### config.mk
export PLATFORM = sky130hd
export DESIGN_NAME = fifo_aux_config_regs
export DESIGN_NICKNAME = d
export VERILOG_FILES = /design/src/inc/facr_pkg.sv /design/src/core/fifo_aux_config_regs.sv
export SDC_FILE = /design/constraint.sdc
export NUM_CORES = 2
export LEC_CHECK = 0
export ABC_CLOCK_PERIOD_IN_PS = 14500
export BUFFER_PORTS_ARGS = -buffer_cell sky130_fd_sc_hd__buf_2
export CORE_MARGIN = 2
export CORE_UTILIZATION = 65
export DETAILED_ROUTE_END_ITERATION = 12
export PLACE_DENSITY_LB_ADDON = 0.12
export REMOVE_ABC_BUFFERS = 1
export SYNTH_ARGS = -nofsm -noshare
export SYNTH_HDL_FRONTEND = slang
export SYNTH_SLANG_ARGS = --single-unit
### constraint.sdc
create_clock -name ref_clk -period 14.5 [get_ports ref_clk]
set_input_delay 2.175 -clock ref_clk [delete_from_list [all_inputs] [get_ports ref_clk]]
set_output_delay 2.175 -clock ref_clk [all_outputs]
set_load 0.03 [all_outputs]
### src/inc/facr_pkg.sv
// facr_pkg: constants for the fifo / auxiliary configuration register bank
package facr_pkg;
  // ****************************************
  // register indices (byte address = index * 4)
  // ****************************************
  localparam logic [9:0] IDX_AUX_POLL_CONFIG = 10'h044;
  localparam logic [9:0] IDX_FIFO_DOWNSAMPLE_CONFIG = 10'h045;
  localparam logic [9:0] IDX_FIFO_THRESHOLD_LOW = 10'h046;
  localparam logic [9:0] IDX_FIFO_THRESHOLD_HIGH = 10'h047;
  localparam logic [9:0] IDX_FIFO_MODE_CONFIG = 10'h048;
  localparam logic [9:0] IDX_FIFO_FRAME_SELECT = 10'h049;
  localparam logic [9:0] IDX_AUX_TARGET_ADDRESS = 10'h04B;
  localparam logic [9:0] IDX_FIFO_STATUS = 10'h050;
  // ****************************************
  // reset values and writable masks
  // ****************************************
  localparam logic [7:0] RST_AUX_POLL_CONFIG = 8'h46;
  localparam logic [7:0] RST_FIFO_DOWNSAMPLE_CONFIG = 8'h80;
  localparam logic [7:0] RST_FIFO_THRESHOLD_LOW = 8'h00;
  localparam logic [7:0] RST_FIFO_THRESHOLD_HIGH = 8'h02;
  localparam logic [7:0] RST_FIFO_MODE_CONFIG = 8'h02;
  localparam logic [7:0] RST_FIFO_FRAME_SELECT = 8'h10;
  localparam logic [7:0] RST_AUX_TARGET_ADDRESS = 8'h20;
  localparam logic [7:0] MSK_AUX_POLL_CONFIG = 8'hFF;
  localparam logic [7:0] MSK_FIFO_DOWNSAMPLE_CONFIG = 8'hF0;
  localparam logic [7:0] MSK_FIFO_THRESHOLD_LOW = 8'hFF;
  localparam logic [7:0] MSK_FIFO_THRESHOLD_HIGH = 8'h1F;
  localparam logic [7:0] MSK_FIFO_MODE_CONFIG = 8'h03;
  localparam logic [7:0] MSK_FIFO_FRAME_SELECT = 8'h7C;
  localparam logic [7:0] MSK_AUX_TARGET_ADDRESS = 8'hFE;
  // ****************************************
  // field positions
  // ****************************************
  localparam int POS_AUX_OFFSET = 4;
  localparam int POS_DOWNS = 4;
  localparam int POS_FILT_SEL = 7;
  localparam int POS_STOP_FULL = 0;
  localparam int POS_TIME_EN = 1;
  localparam int POS_ACC_EN = 6;
  localparam int POS_AUX_EN = 5;
  localparam int POS_HDR_EN = 4;
  localparam int POS_PIN_ONE_TAG = 3;
  localparam int POS_PIN_TWO_TAG = 2;
  // ****************************************
  // poll rate codes and frame headers
  // ****************************************
  localparam logic [3:0] ODR_CODE_MIN = 4'h1;
  localparam logic [3:0] ODR_CODE_MAX = 4'hB;
  localparam logic [7:0] HDR_ACC = 8'h84;
  localparam logic [7:0] HDR_AUX = 8'h88;
  localparam logic [7:0] HDR_TIME = 8'h44;
  localparam logic [4:0] BYTES_PAYLOAD = 5'h06;
  localparam logic [4:0] BYTES_WITH_HDR = 5'h07;
  // ****************************************
  // timing
  // ****************************************
  localparam int CLK_MHZ = 25;
  localparam int POLL_BASE_US = 1280000; // period of the slowest rate, 25/32 Hz
  localparam int AUX_OFFSET_STEP_US = 2500; // 2.5 ms
  localparam int POLL_BASE_CYC = POLL_BASE_US * CLK_MHZ;
  localparam int AUX_OFFSET_STEP_CYC = AUX_OFFSET_STEP_US * CLK_MHZ;
  // ****************************************
  // data path sizes
  // ****************************************
  localparam int FRAME_W = 64;
  localparam int FIFO_DEPTH = 16;
endpackage

### src/core/fifo_aux_config_regs.sv
// fifo_aux_config_regs: fifo / auxiliary poll configuration bank with frame writer and fifo
//
// The APB interface to the registers was decided locally.
`timescale 1ns/10ps

// ****************************************
// frame fifo
// ****************************************
module facr_fifo import facr_pkg::*; #(
  parameter int WIDTH = FRAME_W,
  parameter int DEPTH = FIFO_DEPTH
) (
  input wire logic ref_clk,
  input wire logic rst,
  input wire logic inValid,
  output logic inReady,
  input wire logic [WIDTH-1:0] inData,
  input wire logic dropOldest,
  output logic outValid,
  input wire logic outReady,
  output logic [WIDTH-1:0] outData,
  output logic [$clog2(DEPTH):0] level
);
  localparam int AW = $clog2(DEPTH);
  typedef struct packed {
    logic [DEPTH-1:0][WIDTH-1:0] mem;
    logic [AW-1:0] wrPtr;
    logic [AW-1:0] rdPtr;
    logic [AW:0] cnt;
  } facr_fifo_state_t;
  facr_fifo_state_t s_q, s_d;
  logic full, push, pop;

  // a full fifo accepts only when told to overwrite its oldest word
  assign full = (s_q.cnt == (AW+1)'(DEPTH));
  assign inReady = !full || dropOldest;
  assign outValid = (s_q.cnt != '0);
  assign outData = s_q.mem[s_q.rdPtr];
  assign level = s_q.cnt;
  assign push = inValid && inReady;
  assign pop = (outValid && outReady) || (push && full);

  always_comb begin
    s_d = s_q;
    if (push) begin
      s_d.mem[s_q.wrPtr] = inData;
      s_d.wrPtr = s_q.wrPtr + AW'(1);
    end
    if (pop) begin
      s_d.rdPtr = s_q.rdPtr + AW'(1);
    end
    s_d.cnt = s_q.cnt + (AW+1)'(push) - (AW+1)'(pop);
    if (rst) begin
      s_d.wrPtr = '0;
      s_d.rdPtr = '0;
      s_d.cnt = '0;
    end
  end

  always_ff @(posedge ref_clk) begin
    s_q <= s_d;
  end
endmodule // facr_fifo

// ****************************************
// register bank, aux poll timer and frame writer
// ****************************************
module fifo_aux_config_regs import facr_pkg::*; #(
  parameter int POLL_BASE = POLL_BASE_CYC,
  parameter int OFFSET_STEP = AUX_OFFSET_STEP_CYC
) (
  input wire logic ref_clk,
  input wire logic rst,
  input wire logic psel,
  input wire logic penable,
  input wire logic pwrite,
  input wire logic [11:0] paddr,
  input wire logic [31:0] pwdata,
  output logic [31:0] prdata,
  output logic pready,
  output logic pslverr,
  input wire logic accValid,
  input wire logic [47:0] accRawData,
  input wire logic [47:0] accFiltData,
  input wire logic auxValid,
  input wire logic [47:0] auxData,
  input wire logic [23:0] sensorTime,
  input wire logic irq_pin_one,
  input wire logic irq_pin_two,
  output logic auxTrigger,
  output logic auxReadout,
  output logic [6:0] auxTargetAddr,
  output logic frameValid,
  input wire logic frameReady,
  output logic [FRAME_W-1:0] frameData,
  output logic wmReached
);
  localparam int LW = $clog2(FIFO_DEPTH) + 1;
  typedef struct packed {
    logic [7:0] auxCfg;
    logic [7:0] downsCfg;
    logic [7:0] wmLow;
    logic [7:0] wmHigh;
    logic [7:0] modeCfg;
    logic [7:0] frameSel;
    logic [7:0] targetAddr;
    logic [25:0] pollCnt;
    logic [6:0] dsCnt;
    logic auxPend;
    logic [47:0] auxBuf;
    logic timePend;
    logic [1:0] pinOneSync;
    logic [1:0] pinTwoSync;
    logic trig;
    logic rdout;
    logic wm;
  } facr_state_t;
  facr_state_t s_q, s_d;

  logic [9:0] regIdx;
  logic mapped, wrStrobe;
  logic [7:0] rdByte;
  logic [3:0] odrCode;
  logic [3:0] offCode;
  logic odrOk;
  logic [25:0] period, offCyc, trigPoint;
  logic [6:0] dsMask;
  logic dsHit, accWr, auxWr;
  logic [7:0] hdrByte, tagByte;
  logic [47:0] payload;
  logic fifoInValid, fifoInReady, fifoOutValid, fifoPush, fifoPop;
  logic [FRAME_W-1:0] fifoInData, fifoOutData;
  logic [LW-1:0] level;
  logic [12:0] wmLevel;
  logic [12:0] fillBytes;

  // ****************************************
  // apb slave: zero wait states, error on unmapped or misaligned
  // ****************************************
  assign regIdx = paddr[11:2];
  assign pready = 1'b1;
  assign wrStrobe = psel && penable && pwrite && mapped;
  assign pslverr = psel && penable && !mapped;
  assign prdata = {24'h000000, mapped ? rdByte : 8'h00};

  always_comb begin
    mapped = (paddr[1:0] == 2'h0);
    rdByte = 8'h00;
    unique case (regIdx)
      IDX_AUX_POLL_CONFIG: rdByte = s_q.auxCfg;
      IDX_FIFO_DOWNSAMPLE_CONFIG: rdByte = s_q.downsCfg;
      IDX_FIFO_THRESHOLD_LOW: rdByte = s_q.wmLow;
      IDX_FIFO_THRESHOLD_HIGH: rdByte = s_q.wmHigh;
      IDX_FIFO_MODE_CONFIG: rdByte = s_q.modeCfg;
      IDX_FIFO_FRAME_SELECT: rdByte = s_q.frameSel;
      IDX_AUX_TARGET_ADDRESS: rdByte = s_q.targetAddr;
      IDX_FIFO_STATUS: rdByte = {s_q.wm, !fifoInReady, s_q.timePend, level};
      default: mapped = 1'b0;
    endcase
  end

  // ****************************************
  // aux poll timer
  // ****************************************
  assign odrCode = s_q.auxCfg[3:0];
  assign offCode = s_q.auxCfg[POS_AUX_OFFSET +: 4];
  assign odrOk = (odrCode >= ODR_CODE_MIN) && (odrCode <= ODR_CODE_MAX);
  assign period = 26'(POLL_BASE) >> (odrCode - ODR_CODE_MIN);
  assign offCyc = 26'(offCode) * 26'(OFFSET_STEP);
  // the trigger lands offCyc ahead of the readout; a zero offset, or one at least as long as the period,
  // goes to the cycle right after the previous readout
  always_comb begin
    if (offCode == 4'h0 || offCyc >= period) begin
      trigPoint = 26'h0;
    end else begin
      trigPoint = period - 26'h1 - offCyc;
    end
  end
  assign auxTrigger = s_q.trig;
  assign auxReadout = s_q.rdout;
  assign auxTargetAddr = s_q.targetAddr[7:1];

  // ****************************************
  // frame writer
  // ****************************************
  assign dsMask = 7'((8'h01 << s_q.downsCfg[POS_DOWNS +: 3]) - 8'h01);
  assign dsHit = ((s_q.dsCnt & dsMask) == 7'h00);
  assign accWr = accValid && s_q.frameSel[POS_ACC_EN] && dsHit;
  assign auxWr = s_q.auxPend && !accWr;
  assign fifoInValid = accWr || auxWr;
  always_comb begin
    if (accWr) begin
      payload = s_q.downsCfg[POS_FILT_SEL] ? accFiltData : accRawData;
      hdrByte = HDR_ACC;
    end else begin
      payload = s_q.auxBuf;
      hdrByte = HDR_AUX;
    end
    if (!s_q.frameSel[POS_HDR_EN]) begin
      hdrByte = 8'h00;
    end
    tagByte = 8'h00;
    tagByte[1] = s_q.frameSel[POS_PIN_TWO_TAG] && s_q.pinTwoSync[1];
    tagByte[0] = s_q.frameSel[POS_PIN_ONE_TAG] && s_q.pinOneSync[1];
  end
  assign fifoInData = {hdrByte, tagByte, payload};
  assign fifoPush = fifoInValid && fifoInReady;

  facr_fifo #(
    .WIDTH(FRAME_W),
    .DEPTH(FIFO_DEPTH)
  ) i_facr_fifo (
    .ref_clk(ref_clk),
    .rst(rst),
    .inValid(fifoInValid),
    .inReady(fifoInReady),
    .inData(fifoInData),
    .dropOldest(!s_q.modeCfg[POS_STOP_FULL]),
    .outValid(fifoOutValid),
    .outReady(frameReady),
    .outData(fifoOutData),
    .level(level)
  );

  // ****************************************
  // readout side and watermark
  // ****************************************
  assign frameValid = fifoOutValid || s_q.timePend;
  assign frameData = fifoOutValid ? fifoOutData :
    {(s_q.frameSel[POS_HDR_EN] ? HDR_TIME : 8'h00), 32'h00000000, sensorTime};
  assign fifoPop = fifoOutValid && frameReady;
  assign wmLevel = {s_q.wmHigh[4:0], s_q.wmLow};
  assign fillBytes = 13'(level) *
    13'(s_q.frameSel[POS_HDR_EN] ? BYTES_WITH_HDR : BYTES_PAYLOAD);
  assign wmReached = s_q.wm;

  // ****************************************
  // next state
  // ****************************************
  always_comb begin
    s_d = s_q;
    s_d.pinOneSync = {s_q.pinOneSync[0], irq_pin_one};
    s_d.pinTwoSync = {s_q.pinTwoSync[0], irq_pin_two};
    s_d.wm = (fillBytes >= wmLevel);
    // poll timer stops on a reserved rate code
    s_d.trig = 1'b0;
    s_d.rdout = 1'b0;
    if (!odrOk) begin
      s_d.pollCnt = 26'h0;
    end else begin
      s_d.trig = (s_q.pollCnt == trigPoint);
      if (s_q.pollCnt >= period - 26'h1) begin
        s_d.pollCnt = 26'h0;
        s_d.rdout = 1'b1;
      end else begin
        s_d.pollCnt = s_q.pollCnt + 26'h1;
      end
    end
    if (accValid && s_q.frameSel[POS_ACC_EN]) begin
      s_d.dsCnt = s_q.dsCnt + 7'h01;
    end
    // one-deep aux holding slot; a newer sample replaces an unwritten one
    if (auxWr && fifoPush) begin
      s_d.auxPend = 1'b0;
    end
    if (auxValid && s_q.frameSel[POS_AUX_EN]) begin
      s_d.auxPend = 1'b1;
      s_d.auxBuf = auxData;
    end
    if (!fifoOutValid && s_q.timePend && frameReady) begin
      s_d.timePend = 1'b0;
    end
    if (fifoPop && level == LW'(1) && !fifoPush && s_q.modeCfg[POS_TIME_EN]) begin
      s_d.timePend = 1'b1;
    end
    if (wrStrobe) begin
      unique case (regIdx)
        IDX_AUX_POLL_CONFIG: s_d.auxCfg = pwdata[7:0] & MSK_AUX_POLL_CONFIG;
        IDX_FIFO_DOWNSAMPLE_CONFIG: s_d.downsCfg = pwdata[7:0] & MSK_FIFO_DOWNSAMPLE_CONFIG;
        IDX_FIFO_THRESHOLD_LOW: s_d.wmLow = pwdata[7:0] & MSK_FIFO_THRESHOLD_LOW;
        IDX_FIFO_THRESHOLD_HIGH: s_d.wmHigh = pwdata[7:0] & MSK_FIFO_THRESHOLD_HIGH;
        IDX_FIFO_MODE_CONFIG: s_d.modeCfg = pwdata[7:0] & MSK_FIFO_MODE_CONFIG;
        IDX_FIFO_FRAME_SELECT: s_d.frameSel = pwdata[7:0] & MSK_FIFO_FRAME_SELECT;
        IDX_AUX_TARGET_ADDRESS: s_d.targetAddr = pwdata[7:0] & MSK_AUX_TARGET_ADDRESS;
        default: s_d.auxCfg = s_q.auxCfg;
      endcase
    end
    if (rst) begin
      s_d = '0;
      s_d.auxCfg = RST_AUX_POLL_CONFIG;
      s_d.downsCfg = RST_FIFO_DOWNSAMPLE_CONFIG;
      s_d.wmLow = RST_FIFO_THRESHOLD_LOW;
      s_d.wmHigh = RST_FIFO_THRESHOLD_HIGH;
      s_d.modeCfg = RST_FIFO_MODE_CONFIG;
      s_d.frameSel = RST_FIFO_FRAME_SELECT;
      s_d.targetAddr = RST_AUX_TARGET_ADDRESS;
    end
  end

  always_ff @(posedge ref_clk) begin
    s_q <= s_d;
  end
endmodule // fifo_aux_config_regs

==> flow_summary.yaml <==
outcome:
  status: "finished clean"
synth:
  yosys.area.top_type_share_pct: 57.3
  ys_ff_latch: 990
  ys.warnings.count: 0
  synthFlopType: "edfxtp_1"
  yosys.cell_types.count: 84
  synth_edf_count: 848
  async_flop_share_pct: 0
  yosysSeqAreaShare_pct: 63.7
  ys_top_cells_by_area: "edfxtp_1 57%, mux4_2 9.8%, dfxtp_1 6.4%"
  synth.avg_cell_area_um2: 14.4
  synth_top_area_cell: "edfxtp_1"
  synth_area_um2: 44400
  syn_inst: 3081
die:
  num_io_pins: 331
  die_h_um: 265
  dieArea_um2: 70500
  core.rowCount: 95
  initial_core_util_pct: 65.9
  die_w_um: 265
  core_um2: 67400
min_path:
  hold_start: "s_q[5]"
  min_path_type: "reg -> reg"
  min_path_cells: 1
  whs_endpoint: "s_q[6]"
cells_and_area:
  fill_cells: 4113
  final_cells: 4277
  final_nets: 3666
  finish.instance_area_um2: 49800
  fin_util_pct: 73.8
  final-seq-area_um2: 28300
  multi_input_area_um2: 15100
  drive_above_1_share_pct: 20.8
  syn_to_final_growth_pct: 12.0
clocking:
  clk_latency_ns: 0.66
  cts_root_buf: "clkbuf_16"
  clk_pin_slew_worst_paths_ns: 0.06
  cts_hold_buf: 0
  clockBufferDepth: 3
  cts_tree: "built"
  htree_levels: 3
  clock_sinks: 990
  cts_made_buffers: 98
  ctsResizeCount: 0
  post_cts_buffers: 0
power:
  power.total_mw: 6.55
  leakage_nw: 19.0
  peakVddDrop_mv: 0.147
  powerDensity_nw_per_um2: 132
placement:
  dpl_cell_area_um2: 46500
  place_inst: 4091
  io_buffers: 271
  hpwl_um: 62400
  gp_congestion: 0.890
worst_setup_path:
  r2r_end: "auxTrigger"
  path_delay_family: "adder cells"
  critPathKind: "reg -> reg"
  path_common_cell: "ha_1"
  worst_ep_arrival_time_ns: 8.07
  end_kind: "flop"
  cp_max_fo: 24
  cp-start-kind: "flop"
  critPathMaxStageDelay_ns: 0.75
  required_ns: 15.07
  r2r_cells: 26
  rrSetupSlack_ns: 7.00
  timing.rr.start: "odrCode[0]"
  cp_slowest_cell: "dfxtp_1"
  path_buf_inv: 4
detailed_routing:
  dr.pass1.iters: 6
  num_vias: 27673
  viasPerCell: 6.47
  first_iter_violations: 2839
  routed_wl_um: 111000
  ant_nets: 0
  drc: 0
  wire_per_inst_um: 26.0
sta:
  slew_headroom_pct: 13.3
  worst_pin_slew_ns: 1.29
  finalHoldViolations: 0
  fmax_mhz: 133
  setup_tns_ns: 0
  period_share_pct: 51.7
  period_needed_ns: 7.50
  finalSetupViolCount: 0
  clock-skew-final_ns: 0.0357
  slew_viol_final: 0
  rsz0062_at_grt: "no"
global_route:
  grt.overflow.total: 0
  grt.total_usage_pct: 31.6
  grt_pass1_wl_um: 167000
  grt_max_degree: 126
  antenna_found_initial: 0
  grt_pass1_vias: 27895
job:
  drv_cap: 0
-- per-layer routing --
metal	track usage (%)	share of wire, %	up-vias
met5	0	0	-
li1	-	-	12193
met4	10.2	2.8	0
met1	42.4	38	13914
met3	4.70	7.8	215
met2	53.7	51	1351
-- final cells by class --
type                            count  area share, %
Antenna cell                        1        0.00503
Clock buffer                      132           5.49
Inverter                           83          0.626
Timing Repair Buffer              312           3.37
Sequential cell                   990           56.9
Tap cell                          873           2.20
Clock inverter                     53          0.998
Multi-Input combinational cell   1833           30.4
-- worst register-to-register path, delay by kind of cell (launching register included) --
kind,cells,cell delay (ns)
and+or+nand+nor,8,1.91
DFF,1,0.75
adders and majority gates,5,1.96
xor gates and xnor gates,1,0.36
buffers and inverters,4,0.75
AOI/OAI and AO/OA,8,1.68
-- per-stage QoR --
stage | hold WS (ns) | setup WS, ns
6_report | 0.446 | 7.00
5_1_grt | 0.461 | 6.45
4_1_cts | 0.447 | 7.15
3_5_place_dp | 0.434 | 7.20
3_3_place_gp | 0.441 | 7.31
2_1_floorplan | 0.414 | 0.675
-- report_power, final --
group | switching (mW) | internal [mW]
clock network | 1.07 | 1.45
logic | 0.529 | 0.372
registers | 0.0688 | 3.06
total | 1.67 | 4.88
-- layout by cell type, fill, tap and decap left out, drive strengths merged, types with 18 or more instances in the layout --
master,count
a21oi,168
buf,312
clkbuf,132
clkinv,36
conb,36
dfxtp,142
edfxtp,848
ha,115
inv,86
mux2i,161
mux4,193
nand2,286
nand2b,21
nand3,66
nand4,18
nor2,228
nor2b,44
nor3,23
o21ai,101
o221ai,50
xnor2,39
xor2,41
-- Yosys cell counts (21+ instances only) --
| master | n |
|---|---|
| clkbuf_1 | 128 |
| a21oi_1 | 167 |
| ha_1 | 115 |
| mux2i_1 | 161 |
| buf_4 | 42 |
| dfxtp_1 | 142 |
| nor3_1 | 22 |
| o21ai_0 | 101 |
| nor2b_1 | 44 |
| edfxtp_1 | 848 |
| nand2b_1 | 21 |
| buf_1 | 27 |
| mux4_2 | 193 |
| nor2_1 | 228 |
| inv_1 | 82 |
| o221ai_1 | 50 |
| nand2_1 | 284 |
| xnor2_1 | 39 |
| xor2_1 | 41 |
| nand3_1 | 66 |
-- flip-flops by register name, indices dropped and copies added (netlist names) --
signal,cells
wmReached,1
auxTargetAddr,7
odrCode,4
i_facr_fifo.level,5
i_facr_fifo.s_q,856
s_q,111
auxTrigger,1
offCode,4
auxReadout,1
-- worst max path at each step --
stage                             from           end  slack (ns)  cells past startpoint
floorplan           i_facr_fifo.s_q[5]  frameData[0]        0.68                      3
global placement            odrCode[0]    auxTrigger        7.31                     26
detailed placement            paddr[2]     prdata[6]        7.20                      8
CTS                         odrCode[0]    auxTrigger        7.15                     26
global route                odrCode[0]    auxTrigger        6.45                     26
finish                      odrCode[0]    auxTrigger        7.00                     26
-- logic make-up after synthesis --
kind of cell,count (synthesis),share of synthesized area [%]
and+or+nand+nor,774,7.93
adders and majority gates,128,3.78
muxes,358,13.5
DFF,990,63.7
other,2,0.0169
buffers and inverters,292,2.87
AOI/OAI and AO/OA,457,6.60
xor gates and xnor gates,80,1.58
No activity file was read; power rests on OpenSTA's default activity.
